[config.mk]
export PLATFORM = sky130hd
export DESIGN_NAME = adcs_seq_port
export DESIGN_NICKNAME = d
export VERILOG_FILES = /design/src/inc/adcs_pkg.sv /design/src/adcs_seq_port.sv
export SDC_FILE = /design/constraint.sdc
export NUM_CORES = 1
export LEC_CHECK = 0
export ABC_AREA = 1
export BUFFER_PORTS_ARGS = -buffer_cell sky130_fd_sc_hd__buf_2
export CORE_ASPECT_RATIO = 1.5
export CORE_MARGIN = 1
export CORE_UTILIZATION = 35
export CTS_CLUSTER_DIAMETER = 200
export DETAILED_ROUTE_END_ITERATION = 6
export PLACE_DENSITY = 0.49
export SLEW_MARGIN = 20
export SYNTH_ARGS = -nofsm -noshare
export SYNTH_HDL_FRONTEND = slang
export SYNTH_SLANG_ARGS = --single-unit
export TNS_END_PERCENT = 50
[constraint.sdc]
create_clock -name i_clk -period 4.9 [get_ports i_clk]
set_input_delay 0.735 -clock i_clk [delete_from_list [all_inputs] [get_ports i_clk]]
set_output_delay 0.735 -clock i_clk [all_outputs]
set_load 0.005 [all_outputs]
[src/inc/adcs_pkg.sv]
// Shared constants and types for the converter sequencer and serial port
package adcs_pkg;

  // Command bytes, bit 0 is don't care in sync and sleep
  localparam logic [7:0] CMD_IGNORE_LSB = 8'hFE;
  localparam logic [7:0] CMD_START = 8'h08;
  localparam logic [7:0] CMD_SLEEP = 8'h02;
  localparam logic [3:0] CMD_RD_NIB = 4'h2;
  localparam logic [3:0] CMD_WR_NIB = 4'h4;

  // Operating mode encoding, normal is the reset value of the setting
  localparam logic [1:0] MODE_NORMAL = 2'h0;
  localparam logic [1:0] MODE_DUTY = 2'h1;
  localparam logic [1:0] MODE_TURBO = 2'h2;

  // Timing in system clock or modulator periods
  localparam int SYS_DIV_DEFAULT = 49;
  localparam logic [3:0] MOD_DIV_NORMAL = 4'hF;
  localparam logic [3:0] MOD_DIV_TURBO = 4'h7;
  localparam int START_DLY_NORMAL = 210;
  localparam int START_DLY_TURBO = 114;
  localparam int TIMEOUT_NORMAL = 13955;
  localparam int TIMEOUT_TURBO = 27910;
  localparam logic [16:0] DUTY_SLEEP_PERIODS = 17'h00003;
  localparam logic [16:0] READY_PULSE_MOD = 17'h00002;
  localparam int RESULT_W = 24;

  // Reset values
  localparam logic RST_READY_N = 1'b1;
  localparam logic RST_DOUT = 1'b1;

  // Conversion length in modulator periods for each rate code
  function automatic logic [16:0] rate_period(input logic [2:0] rate);
    logic [16:0] p;
    p = 17'h00100;
    case (rate)
      3'h0: p = 17'h03200;
      3'h1: p = 17'h01639;
      3'h2: p = 17'h00B1C;
      3'h3: p = 17'h005B6;
      3'h4: p = 17'h00307;
      3'h5: p = 17'h001AA;
      default: p = 17'h00100;
    endcase
    return p;
  endfunction

  typedef enum logic [3:0] {
    CV_IDLE = 4'b0001,
    CV_DELAY = 4'b0010,
    CV_CONV = 4'b0100,
    CV_DUTY = 4'b1000
  } adcs_conv_state_type;

  typedef enum logic [2:0] {
    SP_CMD = 3'b001,
    SP_WR = 3'b010,
    SP_RD = 3'b100
  } adcs_sp_phase_type;

endpackage

[src/adcs_seq_port.sv]
// Conversion sequencer, operating modes and mode-1 serial slave port
`timescale 1ns/10ps
`default_nettype none

// Summary of operation
// - Continuous mode stores result, restarts immediately
// - Continuous starts on sync; 210/114 clock delay
// - Configuration write restarts conversion in progress
// - Normal mode default; modulator is clock/16
// - Rate code picks period; scales with clock
// - Duty mode: one conversion, three periods asleep
// - Turbo mode modulator is clock/8
// - Sleep finishes conversion, then powers analog down; sleep in duty rest only sets power-down, conversions resume
// - Powered down keeps settings, takes commands
// - Sync wakes; single or continuous per bit
// - Config write wakes; exactly one conversion
// - Clock idles low, shift rise, sample fall
// - Chip select high resets port, tristates output
// - Ready falls on data, rises on clock
// - Dedicated ready output always driven
// - Data input sampled on falling clock only
// - Shared output changes on rising clock edges
// - Shared output mirrors ready fall when selected and port idle
// - Incomplete command times out, port resets
// - Register commands complete after data bytes
// - Result is 24-bit two's complement
// - Sync byte 0000100x, sleep byte 0000001x
// - Result shifted out three bytes, MSB first
// - Single-shot: one conversion, then low power
module adcs_seq_port #(
  parameter int SYS_DIV = adcs_pkg::SYS_DIV_DEFAULT,
  parameter int START_DLY_N = adcs_pkg::START_DLY_NORMAL,
  parameter int START_DLY_T = adcs_pkg::START_DLY_TURBO,
  parameter int TOUT_N = adcs_pkg::TIMEOUT_NORMAL,
  parameter int TOUT_T = adcs_pkg::TIMEOUT_TURBO
) (
  // Clock and reset
  input wire logic i_clk,
  input wire logic i_rst,
  // Serial port
  input wire logic i_cs_n,
  input wire logic i_sclk,
  input wire logic i_din,
  output logic o_dout,
  output logic o_dout_oe_n,
  output logic o_ready_n,
  // Configuration settings
  input wire logic i_conv_mode_bit,
  input wire logic [1:0] i_op_mode,
  input wire logic [2:0] i_rate_select,
  input wire logic i_ready_on_dout_select,
  // Configuration register access
  output logic o_reg_wr_en,
  output logic [1:0] o_reg_wr_addr,
  output logic [7:0] o_reg_wr_data,
  output logic [1:0] o_reg_rd_addr,
  input wire logic [7:0] i_reg_rd_data,
  // Converter core
  input wire logic [adcs_pkg::RESULT_W-1:0] i_conv_result,
  output logic o_mod_tick,
  output logic o_conv_start,
  output logic o_converting,
  output logic o_analog_on,
  output logic o_excitation_on,
  output logic o_low_side_allow,
  output logic o_powered_down
);

  if (SYS_DIV < 2 || START_DLY_N < 1 || START_DLY_T < 1 || TOUT_N < 1 || TOUT_T < 1 ||
      TOUT_N > 32767 || TOUT_T > 32767 || SYS_DIV > 255 || START_DLY_N > 65535) begin : g_chk
    $error("adcs_seq_port: parameter out of range");
  end

  localparam logic [7:0] SYS_LAST = 8'(SYS_DIV - 1);
  localparam logic [16:0] DLY_N_LAST = 17'(START_DLY_N - 1);
  localparam logic [16:0] DLY_T_LAST = 17'(START_DLY_T - 1);
  localparam logic [14:0] TOUT_N_LAST = 15'(TOUT_N - 1);
  localparam logic [14:0] TOUT_T_LAST = 15'(TOUT_T - 1);

  logic turbo, duty, sys_tick, mod_tick, sclk_q_r, sclk_rise, sclk_fall;
  logic cont_r, sleep_pend_r, pd_r, conv_done, dly_done, duty_done, ready_n_r;
  logic byte_done, sp_busy, tout_hit, sp_reset, dout_r;
  logic start_cmd_r, sleep_cmd_r, cfg_wr_r, load_rd_r;
  logic [7:0] div_cnt_r;
  logic [3:0] mod_cnt_r;
  adcs_pkg::adcs_conv_state_type cv_state_r;
  logic [16:0] cnt_r, period;
  logic [adcs_pkg::RESULT_W-1:0] result_r, tx_r;
  adcs_pkg::adcs_sp_phase_type sp_phase_r;
  logic [7:0] rx_r, rx_nxt;
  logic [2:0] bit_cnt_r;
  logic [1:0] left_r, addr_r;
  logic [14:0] tout_r;

  assign turbo = (i_op_mode == adcs_pkg::MODE_TURBO);
  assign duty = (i_op_mode == adcs_pkg::MODE_DUTY);
  assign period = adcs_pkg::rate_period(i_rate_select);

  // System clock rate derived from the fast clock
  assign sys_tick = (div_cnt_r == SYS_LAST);
  always_ff @(posedge i_clk or posedge i_rst) begin
    if (i_rst) begin
      div_cnt_r <= 8'h00;
    end else if (sys_tick) begin
      div_cnt_r <= 8'h00;
    end else begin
      div_cnt_r <= div_cnt_r + 8'h01;
    end
  end

  // Modulator rate
  assign mod_tick = sys_tick &&
                    (mod_cnt_r == (turbo ? adcs_pkg::MOD_DIV_TURBO : adcs_pkg::MOD_DIV_NORMAL));
  always_ff @(posedge i_clk or posedge i_rst) begin
    if (i_rst) begin
      mod_cnt_r <= 4'h0;
    end else if (mod_tick) begin
      mod_cnt_r <= 4'h0;
    end else if (sys_tick) begin
      mod_cnt_r <= mod_cnt_r + 4'h1;
    end
  end

  // Serial clock edges are ignored while deselected
  assign sclk_rise = i_sclk && !sclk_q_r && !i_cs_n;
  assign sclk_fall = !i_sclk && sclk_q_r && !i_cs_n;
  always_ff @(posedge i_clk or posedge i_rst) begin
    if (i_rst) begin
      sclk_q_r <= 1'b0;
    end else begin
      sclk_q_r <= i_sclk;
    end
  end

  // Conversion sequencer
  assign dly_done = (cv_state_r == adcs_pkg::CV_DELAY) && sys_tick &&
                    (cnt_r == (turbo ? DLY_T_LAST : DLY_N_LAST));
  assign conv_done = (cv_state_r == adcs_pkg::CV_CONV) && mod_tick &&
                     (cnt_r == period - 17'h00001);
  assign duty_done = (cv_state_r == adcs_pkg::CV_DUTY) && mod_tick &&
                     (cnt_r == 17'(period * adcs_pkg::DUTY_SLEEP_PERIODS) - 17'h00001);

  // Power-up runs one single conversion, as after a sync
  always_ff @(posedge i_clk or posedge i_rst) begin
    if (i_rst) begin
      cv_state_r <= adcs_pkg::CV_DELAY;
      cnt_r <= 17'h00000;
      cont_r <= 1'b0;
    end else if (start_cmd_r) begin
      cv_state_r <= adcs_pkg::CV_DELAY;
      cnt_r <= 17'h00000;
      cont_r <= i_conv_mode_bit;
    end else if (cfg_wr_r) begin
      cv_state_r <= adcs_pkg::CV_DELAY;
      cnt_r <= 17'h00000;
      if (cv_state_r == adcs_pkg::CV_IDLE) begin
        cont_r <= 1'b0;
      end
    end else begin
      unique case (cv_state_r)
        adcs_pkg::CV_IDLE: begin
          cnt_r <= 17'h00000;
        end
        adcs_pkg::CV_DELAY: begin
          if (dly_done) begin
            cv_state_r <= adcs_pkg::CV_CONV;
            cnt_r <= 17'h00000;
          end else if (sys_tick) begin
            cnt_r <= cnt_r + 17'h00001;
          end
        end
        adcs_pkg::CV_CONV: begin
          if (conv_done) begin
            cnt_r <= 17'h00000;
            if (sleep_pend_r || !cont_r) begin
              cv_state_r <= adcs_pkg::CV_IDLE;
            end else if (duty) begin
              cv_state_r <= adcs_pkg::CV_DUTY;
            end else begin
              cv_state_r <= adcs_pkg::CV_CONV;
            end
          end else if (mod_tick) begin
            cnt_r <= cnt_r + 17'h00001;
          end
        end
        adcs_pkg::CV_DUTY: begin
          if (sleep_pend_r) begin
            cv_state_r <= adcs_pkg::CV_IDLE;
            cnt_r <= 17'h00000;
          end else if (duty_done) begin
            cv_state_r <= adcs_pkg::CV_CONV;
            cnt_r <= 17'h00000;
          end else if (mod_tick) begin
            cnt_r <= cnt_r + 17'h00001;
          end
        end
      endcase
    end
  end

  // Sleep waits for the running conversion; wake clears power-down
  always_ff @(posedge i_clk or posedge i_rst) begin
    if (i_rst) begin
      sleep_pend_r <= 1'b0;
      pd_r <= 1'b0;
    end else if (start_cmd_r || cfg_wr_r) begin
      sleep_pend_r <= 1'b0;
      pd_r <= 1'b0;
    end else if (sleep_cmd_r) begin
      if (cv_state_r == adcs_pkg::CV_CONV || cv_state_r == adcs_pkg::CV_DELAY) begin
        sleep_pend_r <= 1'b1;
      end else begin
        pd_r <= 1'b1;
      end
    end else if (sleep_pend_r && (conv_done || cv_state_r == adcs_pkg::CV_DUTY)) begin
      sleep_pend_r <= 1'b0;
      pd_r <= 1'b1;
    end
  end

  // Result buffer and ready flag; new data wins over a clearing edge
  always_ff @(posedge i_clk or posedge i_rst) begin
    if (i_rst) begin
      result_r <= '0;
      ready_n_r <= adcs_pkg::RST_READY_N;
    end else if (conv_done) begin
      result_r <= i_conv_result;
      ready_n_r <= 1'b0;
    end else if (sclk_rise) begin
      ready_n_r <= 1'b1;
    end else if (cv_state_r == adcs_pkg::CV_CONV && cont_r && mod_tick &&
                 cnt_r == period - adcs_pkg::READY_PULSE_MOD - 17'h00001) begin
      ready_n_r <= 1'b1;
    end
  end

  // Serial receive and command decode
  assign rx_nxt = {rx_r[6:0], i_din};
  assign byte_done = sclk_fall && (bit_cnt_r == 3'h7);
  assign sp_busy = (bit_cnt_r != 3'h0) || (sp_phase_r != adcs_pkg::SP_CMD);
  assign tout_hit = sp_busy && mod_tick && (tout_r == (turbo ? TOUT_T_LAST : TOUT_N_LAST));
  assign sp_reset = i_cs_n || tout_hit;

  always_ff @(posedge i_clk or posedge i_rst) begin
    if (i_rst) begin
      tout_r <= 15'h0000;
    end else if (!sp_busy || sp_reset) begin
      tout_r <= 15'h0000;
    end else if (mod_tick) begin
      tout_r <= tout_r + 15'h0001;
    end
  end

  always_ff @(posedge i_clk or posedge i_rst) begin
    if (i_rst) begin
      sp_phase_r <= adcs_pkg::SP_CMD;
      rx_r <= 8'h00;
      bit_cnt_r <= 3'h0;
      left_r <= 2'h0;
      addr_r <= 2'h0;
      start_cmd_r <= 1'b0;
      sleep_cmd_r <= 1'b0;
      cfg_wr_r <= 1'b0;
      load_rd_r <= 1'b0;
      o_reg_wr_en <= 1'b0;
      o_reg_wr_addr <= 2'h0;
      o_reg_wr_data <= 8'h00;
    end else begin
      start_cmd_r <= 1'b0;
      sleep_cmd_r <= 1'b0;
      cfg_wr_r <= 1'b0;
      load_rd_r <= 1'b0;
      o_reg_wr_en <= 1'b0;
      if (sp_reset) begin
        sp_phase_r <= adcs_pkg::SP_CMD;
        bit_cnt_r <= 3'h0;
        left_r <= 2'h0;
      end else if (sclk_fall) begin
        rx_r <= rx_nxt;
        bit_cnt_r <= bit_cnt_r + 3'h1;
        if (byte_done) begin
          unique case (sp_phase_r)
            adcs_pkg::SP_CMD: begin
              if ((rx_nxt & adcs_pkg::CMD_IGNORE_LSB) == adcs_pkg::CMD_START) begin
                start_cmd_r <= 1'b1;
              end else if ((rx_nxt & adcs_pkg::CMD_IGNORE_LSB) == adcs_pkg::CMD_SLEEP) begin
                sleep_cmd_r <= 1'b1;
              end else if (rx_nxt[7:4] == adcs_pkg::CMD_RD_NIB) begin
                sp_phase_r <= adcs_pkg::SP_RD;
                addr_r <= rx_nxt[3:2];
                left_r <= rx_nxt[1:0];
                load_rd_r <= 1'b1;
              end else if (rx_nxt[7:4] == adcs_pkg::CMD_WR_NIB) begin
                sp_phase_r <= adcs_pkg::SP_WR;
                addr_r <= rx_nxt[3:2];
                left_r <= rx_nxt[1:0];
              end
            end
            adcs_pkg::SP_WR: begin
              o_reg_wr_en <= 1'b1;
              o_reg_wr_addr <= addr_r;
              o_reg_wr_data <= rx_nxt;
              addr_r <= addr_r + 2'h1;
              if (left_r == 2'h0) begin
                sp_phase_r <= adcs_pkg::SP_CMD;
                cfg_wr_r <= 1'b1;
              end else begin
                left_r <= left_r - 2'h1;
              end
            end
            adcs_pkg::SP_RD: begin
              if (left_r == 2'h0) begin
                sp_phase_r <= adcs_pkg::SP_CMD;
              end else begin
                left_r <= left_r - 2'h1;
                addr_r <= addr_r + 2'h1;
                load_rd_r <= 1'b1;
              end
            end
          endcase
        end
      end
    end
  end

  // Transmit shifter; register bytes replace the result during a read
  always_ff @(posedge i_clk or posedge i_rst) begin
    if (i_rst) begin
      tx_r <= '0;
      dout_r <= adcs_pkg::RST_DOUT;
    end else if (load_rd_r) begin
      tx_r <= {i_reg_rd_data, 16'h0000};
    end else if (sclk_rise) begin
      dout_r <= tx_r[adcs_pkg::RESULT_W-1];
      tx_r <= {tx_r[adcs_pkg::RESULT_W-2:0], 1'b0};
    end else if (conv_done && !sp_busy) begin
      // A result landing mid-byte or during a register command is held back so that transfer stays coherent
      tx_r <= i_conv_result;
      if (i_ready_on_dout_select) begin
        dout_r <= 1'b0;
      end
    end else if (i_cs_n) begin
      tx_r <= result_r;
    end
  end

  assign o_dout = dout_r;
  assign o_dout_oe_n = i_cs_n;
  assign o_ready_n = ready_n_r;
  assign o_reg_rd_addr = addr_r;
  assign o_mod_tick = mod_tick;
  assign o_conv_start = dly_done;
  assign o_converting = (cv_state_r == adcs_pkg::CV_CONV);
  // Analog stays on through the start delay so the reference can settle
  assign o_analog_on = (cv_state_r == adcs_pkg::CV_CONV) ||
                       (cv_state_r == adcs_pkg::CV_DELAY);
  assign o_excitation_on = !pd_r;
  assign o_low_side_allow = !pd_r;
  assign o_powered_down = pd_r;

endmodule
`default_nettype wire

==> results of run 1 <==
## layout by cell type (no fill, tap or decap), types with 4 or more instances in the layout
cell / Yosys / final
a21oi_1: 36 / 36
buf_2: 9 / 66
buf_4: 3 / 16
clkbuf_16: 0 / 17
clkinv_4: 0 / 4
dfrtp_1: 130 / 130
dfstp_2: 4 / 4
ha_1: 39 / 39
inv_1: 191 / 190
inv_2: 3 / 4
nand2_1: 436 / 436
nand2_2: 9 / 9
nand3_1: 82 / 82
nand3_2: 5 / 5
nand4_1: 45 / 45
nor2_1: 128 / 127
nor3_1: 25 / 24
nor4_1: 7 / 7
o211ai_1: 12 / 12
o21ai_0: 85 / 85
o21ai_1: 13 / 13
o22ai_1: 5 / 5
or2_2: 6 / 6
xnor2_1: 9 / 9
xor2_1: 41 / 41
## per-layer routing
metal	vias up	GRT usage
li1	4567	-
met1	4161	0.247
met2	151	0.374
met3	49	0.0382
met4	0	0.0938
met5	-	0
## metrics by stage
stage                     std cells   util  power, mW
final                          1802  0.404       2.93
after global routing           1802  0.404       3.08
after CTS                      1802  0.404       2.97
after detailed placement       1770  0.382       1.64
after global placement         1770  0.382       1.64
after floorplan                1399      -       1.50
## power breakdown
part	internal, mW	total [mW]	leakage, nW	switching, mW
Sequential	1.14	1.16	1.77	0.0212
Clock	0.763	1.31	0.290	0.552
Combinational	0.147	0.457	3.58	0.310
Total	2.05	2.93	5.63	0.882
## area by class of cell
class / instances / area, um2 / share of cell area
multi-input combinational: 1020 / 5210 / 0.483
inverter: 197 / 747 / 0.0693
sequential: 134 / 3360 / 0.311
timing repair buffer: 82 / 450 / 0.0418
clock buffer: 17 / 425 / 0.0394
clock inverter: 15 / 171 / 0.0159
tap: 337 / 422 / 0.0391
## sequential cells by signal, indices dropped and copies added, names as in the netlist, 2 cells and up
name,flops
div_cnt_r,8
result_r,24
rx_r,7
o_reg_wr_data,8
o_reg_wr_addr,2
sp_phase_r,3
cv_state_r,4
tout_r,15
bit_cnt_r,3
mod_cnt_r,4
o_reg_rd_addr,2
left_r,2
tx_r,24
cnt_r,17
## logic make-up (layout without fill, tap and decap cells)
group                    Yosys count  after routing
AND/OR/NAND/NOR                  762            762
buffers and inverters            245            311
AO/OA/AOI/OAI                    168            168
adder cells (fa/ha/maj)           40             40
flip-flops                       134            134
XOR/XNOR                          50             50
## worst max-delay path by stage
stage | slack (ns) | cells past startpoint | endpoint
2_1_floorplan | 0.59 | 1 | bit_cnt_r[0]$_DFFE_PP0N_
3_3_place_gp | 0.32 | 25 | cnt_r[4]$_DFFE_PP0P_
3_5_place_dp | 0.30 | 25 | cnt_r[13]$_DFFE_PP0P_
4_1_cts | 0.76 | 25 | cnt_r[16]$_DFFE_PP0P_
5_1_grt | 0.35 | 25 | cnt_r[1]$_DFFE_PP0P_
6_report | 0.77 | 25 | cnt_r[16]$_DFFE_PP0P_
==> results, run 1 <==
- Setup repair after global routing left no endpoint under its margin.
- The quantity of I/O buffers inserted on ports is 66.
- The starting density of the core is 0.358.
- The critical path starts at i_rate_select[1].
- The count of max-cap constraint violations is 0.
- In this run the static leakage power is 5.63 nW.
- After synthesis, the most frequently instantiated cells are nand2_1, inv_1, dfrtp_1.
- The number of distinct library cells after synthesis is 53.
- The wire-length estimate of the detail-placed layout is 21,100 um.
- Grouping stages by cell kind, the critical path spends the most delay in simple AND/OR/NAND/NOR gates.
- In the finished design, the share of the clock period the worst path needs comes to 0.843.
- The hold buffer count at cts is 0.
- The standard cell area after detailed placement is 10,200 um2.
- On the critical path, the stage with the largest delay is an instance of ha_1.
- Clock-pin slew was measured on the worst setup and hold paths at 0.06 ns.
- The number of antenna violations at the first check in global routing is 0.
- In the global route stage, overall resource usage came out at 0.212.
- The worst-path maximum fanout is 17.
- Summed over all nets, wire length on met3 after detailed routing comes to 898 um.
- The routed wirelength normalized by instance count is 15.5 um.
- The worst endpoint required time is 5.22 ns.
- STA classifies the critical path endpoint as a register.
- The number of storage elements in the synthesis netlist is 134.
- Of the post-synthesis cell area, the dominant cell type holds 0.341.
- The main combinational cell family by area after synthesis is simple AND/OR/NAND/NOR gates.
- The cell count after synthesis came out at 1,399.
- The kind of start point of the critical path is a primary input.
- The netlist area before placement is 9540 um2.
- The clock drives 134 sinks.
- The first global-routing pass estimated 45,300 um of wire.
- Along the worst hold path, the cell count comes to 1.
- Of the synthesized area, sequential elements account for 0.352.
- The path with the worst hold slack has its endpoint at sclk_q_r$_DFF_PP0_.
- For the final database, setup skew stands at 0.0123 ns.
- Yosys mapped a number of flops with a built-in enable equal to 0.
- The worst min-delay path class is in2reg.
- The via count of the first global-routing pass is roughly 8,600.
- The number of inserted diodes is 0.
- The fraction of registers with async set/reset is 1.00.
- The total power per unit cell area is ~270 nW/um2.
- The congestion estimate from routability-driven global placement came to 0.885.
- The number of buffers created by CTS is 17.
- For the worst-skew pair, the clock arrives at the later sink with an insertion delay of roughly 0.44 ns.
- For this block, the initial DRC count from the detailed router was 452.
- The complex-gate fraction of the synthesized area is 0.0973.
- The mean cell area of the mapped netlist is just under 7 um2.
- The register-to-register setup slack is 1.54 ns.
- The height of the chip is 204 um.
- Across the VDD grid, the largest voltage drop is 0.292 mV.
- The clock period minus final worst setup slack is 4.13 ns.
- The setup path with the least slack is of type in2reg.
- The maximum number of pins on one net before global-route repair is 92.
- The post-route cell area is 10,800 um2.
- The routed layout has 8,928 vias.
- The highest routing layer actually used is met4.
- The top-level I/O count is 67.
- Of the total synthesized cell area, the portion taken by XOR and XNOR cells is 0.0459.
- The adder and majority gate portion of the synthesized area is 0.0533.
- At the worst endpoint, the arrival time is 4.45 ns.
- At the pin with the least slew margin, the transition time is 0.855 ns.
- The endpoint of the most critical register-to-register path is cfg_wr_r$_DFF_PP0_.
- The run finished with clean final reports.
- The max-slew violation count is 0.
- For the final routed database, the setup TNS stands at 0 ns.
- At the placement stage, the worst setup path has a slack of a little under 0.3 ns.
- The total length of routed wires is 28,000 um.
- During synthesis, Yosys emitted a total of 0 warnings.
- Once the clock tree was built, the resizer swapped 0 gates to a different size.
- The die is 137 um wide.
- The net count after synthesis is 1,483.
- The area growth from synthesis to layout is 13.1%.
- The source of the worst register-to-register timing path is sp_phase_r[0]$_DFFE_PP1P_.
- Yosys instantiated no cell more often than nand2_1.
- The met1 layer wirelength in the final routing is 11,800 um.
- The startpoint identified for the worst hold timing path is i_sclk.
- For this run, the post-layout net count is 1,536.
- The die area is approximately 28,000 um2.
- In this design, the stage delay of the slowest critical-path cell is 0.37 ns.
- The worst path meets setup with 0.770 ns of slack.
- No sink is reached through more buffers than the 2 on the longest clock path.
- The total overflow left after global routing is 0.
- Buffers added to address setup during post-CTS repair amount to 0.
- The worst reg-to-reg path cell count is 12.
- For this run, the leading register cell type out of synthesis is dfrtp_1.
- The number of inserted filler cells in the final layout is 2,872.
- Of the post-synthesis cell area, the part taken by muxes is 0.
- The simple-gate area share of the yosys netlist is 0.348.
- Setup violations remaining at the end of the flow were counted as 0.
- The pre-antenna-repair detailed-routing pass consisted of 5 iterations.
- On the final layout, the worst hold slack is ~0.44 ns.
- The relative slew slack is 0.430.
- The biggest area contributor in the post-synthesis netlist is dfrtp_1.
- The maximum operating frequency is 0.242 GHz.
- The cell that appears most often on the critical path is nand2_1.
- The number of levels in the clock H-tree is 4.
- For this run, design rule violations remaining after detail routing come to 0.
- The floorplan core area is 26,700 um2.
- Sorting the synthesized cells by area gives the leading types as dfrtp_1, nand2_1, inv_1, ha_1, nor2_1.
- The root buffer cell is clkbuf_16.
- The share of layout cells above drive strength 1 is 0.111.
- The number of hold-slack violations in the final timing report came to 0.
- Once detail routing completed, the nets flagged for antenna violations numbered 0.
- The routed length on met2 is about 14,000 um.
- The detail-routed via count per cell is 4.95.
- TritonCTS built the clock tree.
- The number of rows created at floorplan is 73.
- The combined buffer and inverter count along the critical path is 4.
Power figures use the tool's default switching activity.
==> run 2, diff against run 1 <==
--- a/config.mk
+++ b/config.mk
@@ -12,7 +12,7 @@
 export CORE_UTILIZATION = 35
 export CTS_CLUSTER_DIAMETER = 200
 export DETAILED_ROUTE_END_ITERATION = 6
-export PLACE_DENSITY = 0.49
+export PLACE_DENSITY = 0.51
 export SLEW_MARGIN = 20
 export SYNTH_ARGS = -nofsm -noshare
 export SYNTH_HDL_FRONTEND = slang
==> constraint.sdc (replaced) <==
create_clock -name i_clk -period 3.75 [get_ports i_clk]
set_input_delay 0.5625 -clock i_clk [delete_from_list [all_inputs] [get_ports i_clk]]
set_output_delay 0.5625 -clock i_clk [all_outputs]
set_load 0.005 [all_outputs]
==> run 2 against run 1 <==
Effect of this change:
- global-route usage fell by 0.080 points
- combinational power rose by 45%
- total power rose by 36%
- clock-buffer cell count rose by 2
- sequential share of layout area fell by 1.2 points
- worst hold slack got worse by 0.18 ns
- clock skew fell by 0.0016 ns
- setup slack got worse by 0.38 ns
- critical path depth did not move
- largest cell class unchanged
==> results, run 2 (same netlist as run 1, synthesis figures left out) <==
- The kind of capture point of the worst setup path was a register (unchanged).
- The number of buffers created by CTS is 17 (unchanged).
- The worst endpoint required time is 4.08 ns (was 5.22 ns).
- The clock latency on the worst-skew pair was 0.44 ns (about the same).
- The number of antenna violations at the first check in global routing came to 0 (unchanged).
- The number of inserted filler cells in the final layout is 2,865 (was 2,872).
- The measured slew at the worst slew-check pin is 0.839 ns (was 0.855 ns).
- The number of instances in the placed design is 1,819 (was 1,770).
- The remaining global-route overflow is 0 (unchanged).
- The clock network power share is 0.452 (was 0.449).
- The share of layout cells above drive strength 1 was 0.139 (was 0.111).
- The total length of routed wires came to 27,400 um (was 28,000 um).
- The cell depth of the worst hold path is 1 (unchanged).
- The floorplan core area is 26,700 um2 (unchanged).
- The count of instances resized after the clock tree is built is 0 (unchanged).
- The most common library cell in the layout ignoring fill and taps is nand2_1 (unchanged).
- The worst-path maximum fanout is 17 (unchanged).
- The number of levels in the clock H-tree is 4 (unchanged).
- The classification of the worst setup path is in2reg (unchanged).
- Registers with the most flip-flops: result_r: 24 flops, tx_r: 24 flops, cnt_r: 17 flops (unchanged).
- The detailed router's first-iteration violation count is 442 (was 452).
- The worst min-delay path class is in2reg (unchanged).
- The area growth from synthesis to layout is 17.5% (was 13.1%).
- The slack of the critical path is 0.392 ns (was 0.770 ns).
- The number of buffers on the longest clock path is 2 (unchanged).
- The leakage dissipation is 5.89 nW (was 5.63 nW).
- The total of endpoints with negative setup slack in the final report was 0 (unchanged).
- The worst setup skew after layout came to 0.0107 ns (was 0.0123 ns).
- The count of max-cap constraint violations came to 0 (unchanged).
- Result of the run: finished clean (unchanged).
- The count of TritonRoute iterations in the first routing pass is 5 (unchanged).
- The number of rows created at floorplan was 73 (unchanged).
- The relative slew slack is 0.439 (was 0.430).
- The placed wire-length estimate is 20,800 um (was 21,100 um).
- The total power per unit cell area came to 354 nW/um2 (was 272 nW/um2).
- The quantity of I/O buffers inserted on ports is 66 (unchanged).
- Static timing analysis puts the maximum clock frequency at 0.298 GHz.
- The post-CTS setup buffer count is 0 (unchanged).
- The final non-filler cell total is 1,851 (was 1,802).
- The clock tree from TritonCTS is yes (unchanged).
- The maximum number of pins on one net before global-route repair is 55 (was 92).
- Of the available clock period, the critical path in the final layout requires 0.895.
- The final weighted congestion in routability-driven placement was 0.852 (was 0.885).
- The top-level I/O count came to 67 (unchanged).
- The height of the chip is 204 um (unchanged).
- The register share of total power is 0.381 (was 0.395).
- The CTS sink count was 134 (unchanged).
- The worst reg-to-reg path cell count is 16 (was 12).
- The die area is 27,900 um2 (unchanged).
- Setup repair after global routing missed its margin: false (unchanged).
- The net switching share of the total power is 0.290 (was 0.301).
- The switching power total is 1.15 mW (was 0.882 mW).
- Top library cells by usage in the layout, fill and taps aside: nand2_1, inv_1, dfrtp_1 (unchanged).
- The number of antenna-violating nets in the routed design is 0 (unchanged).
- The width of the chip is 137 um (unchanged).
- The kind of start point of the critical path is a primary input (unchanged).
- The combinational fraction of design power is 0.167 (was 0.156).
- The final net count is 1,585 (was 1,536).
- The root buffer cell was clkbuf_16 (unchanged).
- The hold buffer count at cts is 0 (unchanged).
- The DRC violation count after routing is 0 (unchanged).
- The worst slack at placement is -0.0706 ns (was 0.298 ns).
- The number of vias after detailed routing is 9,017 (was 8,928).
- The routed wirelength normalized by instance count came to 14.8 um (was 15.5 um).
- The number of inserted diodes is 0 (unchanged).
- The starting density of the core was 0.358 (unchanged).
- The max-slew violation count is 0 (unchanged).
- The smallest clock period supported by the final layout is computed as 3.36 ns.
- The detail-routed via count per cell is 4.87 (was 4.95).
- The internal power summed over all cells came to 2.82 mW (was 2.05 mW).
- The clock transition at the registers of the reported paths is 0.06 ns (about the same).
- The total routing usage reported by global routing came to 0.211 (was 0.212).
- The worst IR drop on VDD is 0.398 mV (was 0.292 mV).
- The signal arrival time at the worst endpoint came to 3.68 ns (was 4.45 ns).
- The global-route wire length before repair is 45,600 um (was 45,300 um).
- The via count of the first global-routing pass is 9,066 (was 8,618).
- The number of hold-slack violations in the final timing report is 0 (unchanged).
run 2: power by group through the flow:
stage / Clock, mW / Combinational, mW / Sequential, mW
floorplan: 0 / 0.427 / 1.53
global placement: 0 / 0.664 / 1.54
detailed placement: 0 / 0.666 / 1.54
CTS: 1.82 / 0.670 / 1.51
global route: 1.89 / 0.757 / 1.52
finish: 1.79 / 0.664 / 1.51
run 2: final cells by class:
| class | count | area [um2] | area share |
|---|---|---|---|
| sequential | 134 | 3360 | 0.300 |
| clock inverter | 13 | 168 | 0.0150 |
| tap | 337 | 422 | 0.0376 |
| multi-input combinational | 1020 | 5200 | 0.464 |
| timing repair buffer | 131 | 856 | 0.0764 |
| inverter | 197 | 746 | 0.0665 |
| clock buffer | 19 | 453 | 0.0404 |
run 2: per-stage QoR:
step | TNS (ns) | area [um2] | power, mW | utilization | hold WS (ns)
2_1_floorplan | 0 | 9540 | 1.96 | - | 0.451
3_3_place_gp | -1.02 | 10600 | 2.20 | 0.397 | 0.457
3_5_place_dp | -0.899 | 10600 | 2.21 | 0.397 | 0.456
4_1_cts | 0 | 11200 | 4.01 | 0.420 | 0.242
5_1_grt | 0 | 11200 | 4.17 | 0.420 | 0.248
6_report | 0 | 11200 | 3.97 | 0.420 | 0.257
run 2: worst max-delay path, cell delays in order:
cell,delay [ns]
buf_2,0.13
buf_4,0.17
nor2_2,0.17
nand2_4,0.07
nand2_1,0.08
nand2_1,0.13
ha_1,0.33
ha_1,0.36
inv_1,0.06
nand2_1,0.07
nand3_1,0.06
nand2_1,0.09
nand2_1,0.05
nor2_1,0.10
nand3_1,0.08
nor2_1,0.11
nand4_1,0.10
nor3_1,0.17
nand4_1,0.16
nand2_1,0.19
nand2_4,0.18
nand2_1,0.12
nand2_1,0.06
nand2_1,0.06
nand2_1,0.05
run 2: final timing paths:
| path | startpoint | to | slack [ns] |
|---|---|---|---|
| setup reg to reg | div_cnt_r[0]$_DFF_PP0_ | o_reg_wr_data[2]$_DFFE_PP0P_ | 0.74 |
| hold reg to reg | o_dout$_DFFE_PP1P_ | o_dout$_DFFE_PP1P_ | 0.46 |
| setup / recovery | i_rate_select[1] | cnt_r[11]$_DFFE_PP0P_ | 0.39 |
| hold / removal | i_sclk | sclk_q_r$_DFF_PP0_ | 0.26 |
| max in group asynchronous | i_rst | o_ready_n$_DFFE_PP1P_ | 2.67 |
| min in group asynchronous | i_rst | o_reg_wr_data[0]$_DFFE_PP0P_ | 0.27 |
run 2: per-layer routing:
metal,global-route usage,up-vias,part of all wire
met4,0.101,0,0.037
met5,0,-,0
met1,0.251,4170,0.43
li1,-,4656,-
met2,0.370,140,0.50
met3,0.0290,51,0.029
==> run 3, diff against run 2 <==
--- a/config.mk
+++ b/config.mk
@@ -7,12 +7,14 @@
 export LEC_CHECK = 0
 export ABC_AREA = 1
 export BUFFER_PORTS_ARGS = -buffer_cell sky130_fd_sc_hd__buf_2
+export CELL_PAD_IN_SITES_DETAIL_PLACEMENT = 0
+export CELL_PAD_IN_SITES_GLOBAL_PLACEMENT = 2
 export CORE_ASPECT_RATIO = 1.5
 export CORE_MARGIN = 1
-export CORE_UTILIZATION = 35
+export CORE_UTILIZATION = 31
 export CTS_CLUSTER_DIAMETER = 200
 export DETAILED_ROUTE_END_ITERATION = 6
-export PLACE_DENSITY = 0.51
+export PLACE_DENSITY = 0.74
 export SLEW_MARGIN = 20
 export SYNTH_ARGS = -nofsm -noshare
 export SYNTH_HDL_FRONTEND = slang
==> run 3 against run 2 <==
Effect of this change:
- total power up 0.38%
- cell count rose by 4.7%
- die area is 13% higher
- setup slack got worse by 0.074 ns
- largest power group unchanged
==> results, run 3 (same netlist as run 1, synthesis figures left out) <==
- The quantity of I/O buffers inserted on ports is 66 (unchanged).
- The routed wirelength normalized by instance count is 15.1 um (was 14.8 um).
- Top library cells by usage in the layout, fill and taps aside: nand2_1, inv_1, dfrtp_1 (unchanged).
- The number of buffers on the longest clock path is 2 (unchanged).
- The signal arrival time at the worst endpoint is 3.80 ns (was 3.68 ns).
- The number of rows created at floorplan was 78 (was 73).
- The DRC violation count after routing was 0 (unchanged).
- The worst reg-to-reg path cell count is 17 (was 16).
- The max-slew violation count is 0 (unchanged).
- The area growth from synthesis to layout is 20.2% (was 17.5%).
- The relative slew slack is 0.462 (was 0.439).
- The leakage dissipation is 5.98 nW (was 5.89 nW).
- The CTS sink count was 134 (unchanged).
- The die area was 31,500 um2 (was 27,900 um2).
- The post-route cell area is 11,500 um2 (was 11,200 um2).
- The remaining global-route overflow was 0 (unchanged).
- The met2 track demand over resource in global routing is 0.349 (was 0.370).
- The total routing usage reported by global routing is 0.193 (was 0.211).
- The worst setup skew after layout is 0.00920 ns (was 0.0107 ns).
- The number of antenna-violating nets in the routed design is 0 (unchanged).
- The source of the worst register-to-register timing path is div_cnt_r[0]$_DFF_PP0_ (unchanged).
- The count of TritonRoute iterations in the first routing pass is 5 (unchanged).
- The count of max-cap constraint violations is 0 (unchanged).
- The final cycle utilization of the critical path is 0.915 (was 0.895).
- The worst-path maximum fanout is 7 (was 17).
- The clock transition at the registers of the reported paths was 0.06 ns (about the same).
- The register-to-register setup slack is 0.52 ns (was 0.74 ns).
- The width of the chip is 145 um (was 137 um).
- The first element of the critical path was i_rate_select[1] (unchanged).
- The starting density of the core is 0.315 (was 0.358).
- The worst min-delay path class is in2async (was in2reg).
- The kind of capture point of the worst setup path is a register (unchanged).
- The share of layout cells above drive strength 1 is 0.154 (was 0.139).
- The classification of the worst setup path is in2reg (unchanged).
- The number of vias after detailed routing is 9,148 (was 9,017).
- The detail-routed via count per cell is 4.72 (was 4.87).
- Result of the run: finished clean (unchanged).
- The routing usage on met3 came to 0.0285 (was 0.0290).
- The critical path capture point is cv_state_r[0]$_DFFE_PP0P_ (was cnt_r[11]$_DFFE_PP0P_).
- The standard cell area after detailed placement is 10,800 um2 (was 10,600 um2).
- The post-CTS setup buffer count is 0 (unchanged).
- The clock latency on the worst-skew pair is 0.44 ns (about the same).
- The global-route wire length before repair is 47,600 um (was 45,600 um).
- Registers with the most flip-flops: result_r: 24 flops, tx_r: 24 flops, cnt_r: 17 flops (unchanged).
- The via count of the first global-routing pass is 8,995 (was 9,066).
- The most common library cell in the layout ignoring fill and taps is nand2_1 (unchanged).
- Setup repair after global routing missed its margin: true (was false).
- The number of levels in the clock H-tree is 4 (unchanged).
- The worst endpoint required time is 4.12 ns (was 4.08 ns).
- The maximum operating frequency is 0.291 GHz (was 0.298 GHz).
- The number of hold-slack violations in the final timing report is 0 (unchanged).
- The worst IR drop on VDD came to 0.262 mV (was 0.398 mV).
- The total of endpoints with negative setup slack in the final report is 0 (unchanged).
- The placed wire-length estimate came to 22,100 um (was 20,800 um).
- The total power per unit cell area is 348 nW/um2 (was 354 nW/um2).
- The root buffer cell was clkbuf_16 (unchanged).
- The kind of start point of the critical path is a primary input (unchanged).
- The final net count is 1,609 (was 1,585).
- The height of the chip is 217 um (was 204 um).
- The endpoint of the most critical register-to-register path is o_reg_wr_data[6]$_DFFE_PP0P_ (was o_reg_wr_data[2]$_DFFE_PP0P_).
- The layer carrying the most global-route usage is met2 (unchanged).
- The clock period minus final worst setup slack is 3.43 ns (was 3.36 ns).
- The maximum number of pins on one net before global-route repair is 89 (was 55).
- The smallest hold slack is 0.178 ns (was 0.257 ns).
- The number of inserted diodes is 0 (unchanged).
- The top-level I/O count is 67 (unchanged).
- The clock tree from TritonCTS is yes (unchanged).
- The number of buffers created by CTS is 17 (unchanged).
- The measured slew at the worst slew-check pin is 0.800 ns (was 0.839 ns).
- The final weighted congestion in routability-driven placement was 0.869 (was 0.852).
- The detailed router's first-iteration violation count is 382 (was 442).
- The floorplan core area is 30,300 um2 (was 26,700 um2).
- The met1 track utilization from global routing came to 0.233 (was 0.251).
- The share of the core filled with cells in the final layout was 0.379 (was 0.420).
- The total length of routed wires is 29,300 um (was 27,400 um).
- The number of antenna violations at the first check in global routing is 0 (unchanged).
## run 3: cell types whose count changed in the layout (fill, tap and decap cells not counted), sizes merged
cell      previous run  this run
buf                131       154
bufinv               3         2
clkbuf              19        21
clkinv               6         4
clkinvlp             3         5
## run 3: through the flow
stage	total power [mW]	instances	setup WS, ns	TNS, ns
detailed placement	2.24	1905	-0.135	-2.56
finish	3.99	1938	0.318	0
global route	4.19	1938	-0.00901	-0.00901
CTS	4.06	1937	0.258	0
floorplan	1.96	1399	0.162	0
global placement	2.24	1905	-0.141	-2.16
## run 3: metal layers
| layer | up-vias | wire, um |
|---|---|---|
| li1 | 4711 | - |
| met1 | 4304 | 13000 |
| met2 | 101 | 15100 |
| met3 | 32 | 549 |
| met4 | 0 | 639 |
| met5 | - | 0 |
## run 3: timing repair
item	CTS	global route
hold buffers	0	0
setup endpoints to repair	0	13
gates resized for setup	0	5
## run 3: critical path, cell delays in order
cell	delay, ns
buf_2	0.13
inv_2	0.14
ha_2	0.26
inv_1	0.07
nand2_1	0.15
inv_1	0.08
ha_1	0.20
inv_1	0.05
ha_1	0.25
nand2_1	0.07
inv_1	0.05
o21ai_0	0.17
nand3_1	0.17
nand2_1	0.15
nand2_1	0.09
nand2_1	0.07
nand3_1	0.06
nand2_1	0.08
nand2_1	0.05
nor2_1	0.10
nand4_1	0.18
nand2_1	0.17
buf_4	0.14
nand3_2	0.10
nor2_1	0.14
nand2_1	0.06
nand2_1	0.05
## run 3: worst min-delay path by stage
stage                             from                           end  slack (ns)  cells past startpoint
floorplan           o_dout$_DFFE_PP1P_            o_dout$_DFFE_PP1P_        0.45                      2
global placement    o_dout$_DFFE_PP1P_            o_dout$_DFFE_PP1P_        0.45                      2
detailed placement  o_dout$_DFFE_PP1P_            o_dout$_DFFE_PP1P_        0.46                      2
CTS                              i_rst            sclk_q_r$_DFF_PP0_        0.18                      2
global route                     i_rst            sclk_q_r$_DFF_PP0_        0.21                      2
finish                           i_rst  o_reg_wr_data[7]$_DFFE_PP0P_        0.18                      2
## run 3: layout make-up
class / instances / area, um2
Multi-Input combinational cell: 1020 / 5230
Tap cell: 400 / 500
Timing Repair inverter: 1 / 7.51
Timing Repair Buffer: 154 / 1020
Clock inverter: 11 / 136
Fill cell: 3330 / 18800
Clock buffer: 21 / 470
Inverter: 197 / 749
Sequential cell: 134 / 3360
## run 3: where the power goes
part           switching [mW]  internal, mW  leakage [nW]
sequential             0.0277          1.49          1.77
combinational           0.428         0.270          3.93
clock                   0.729          1.05         0.292
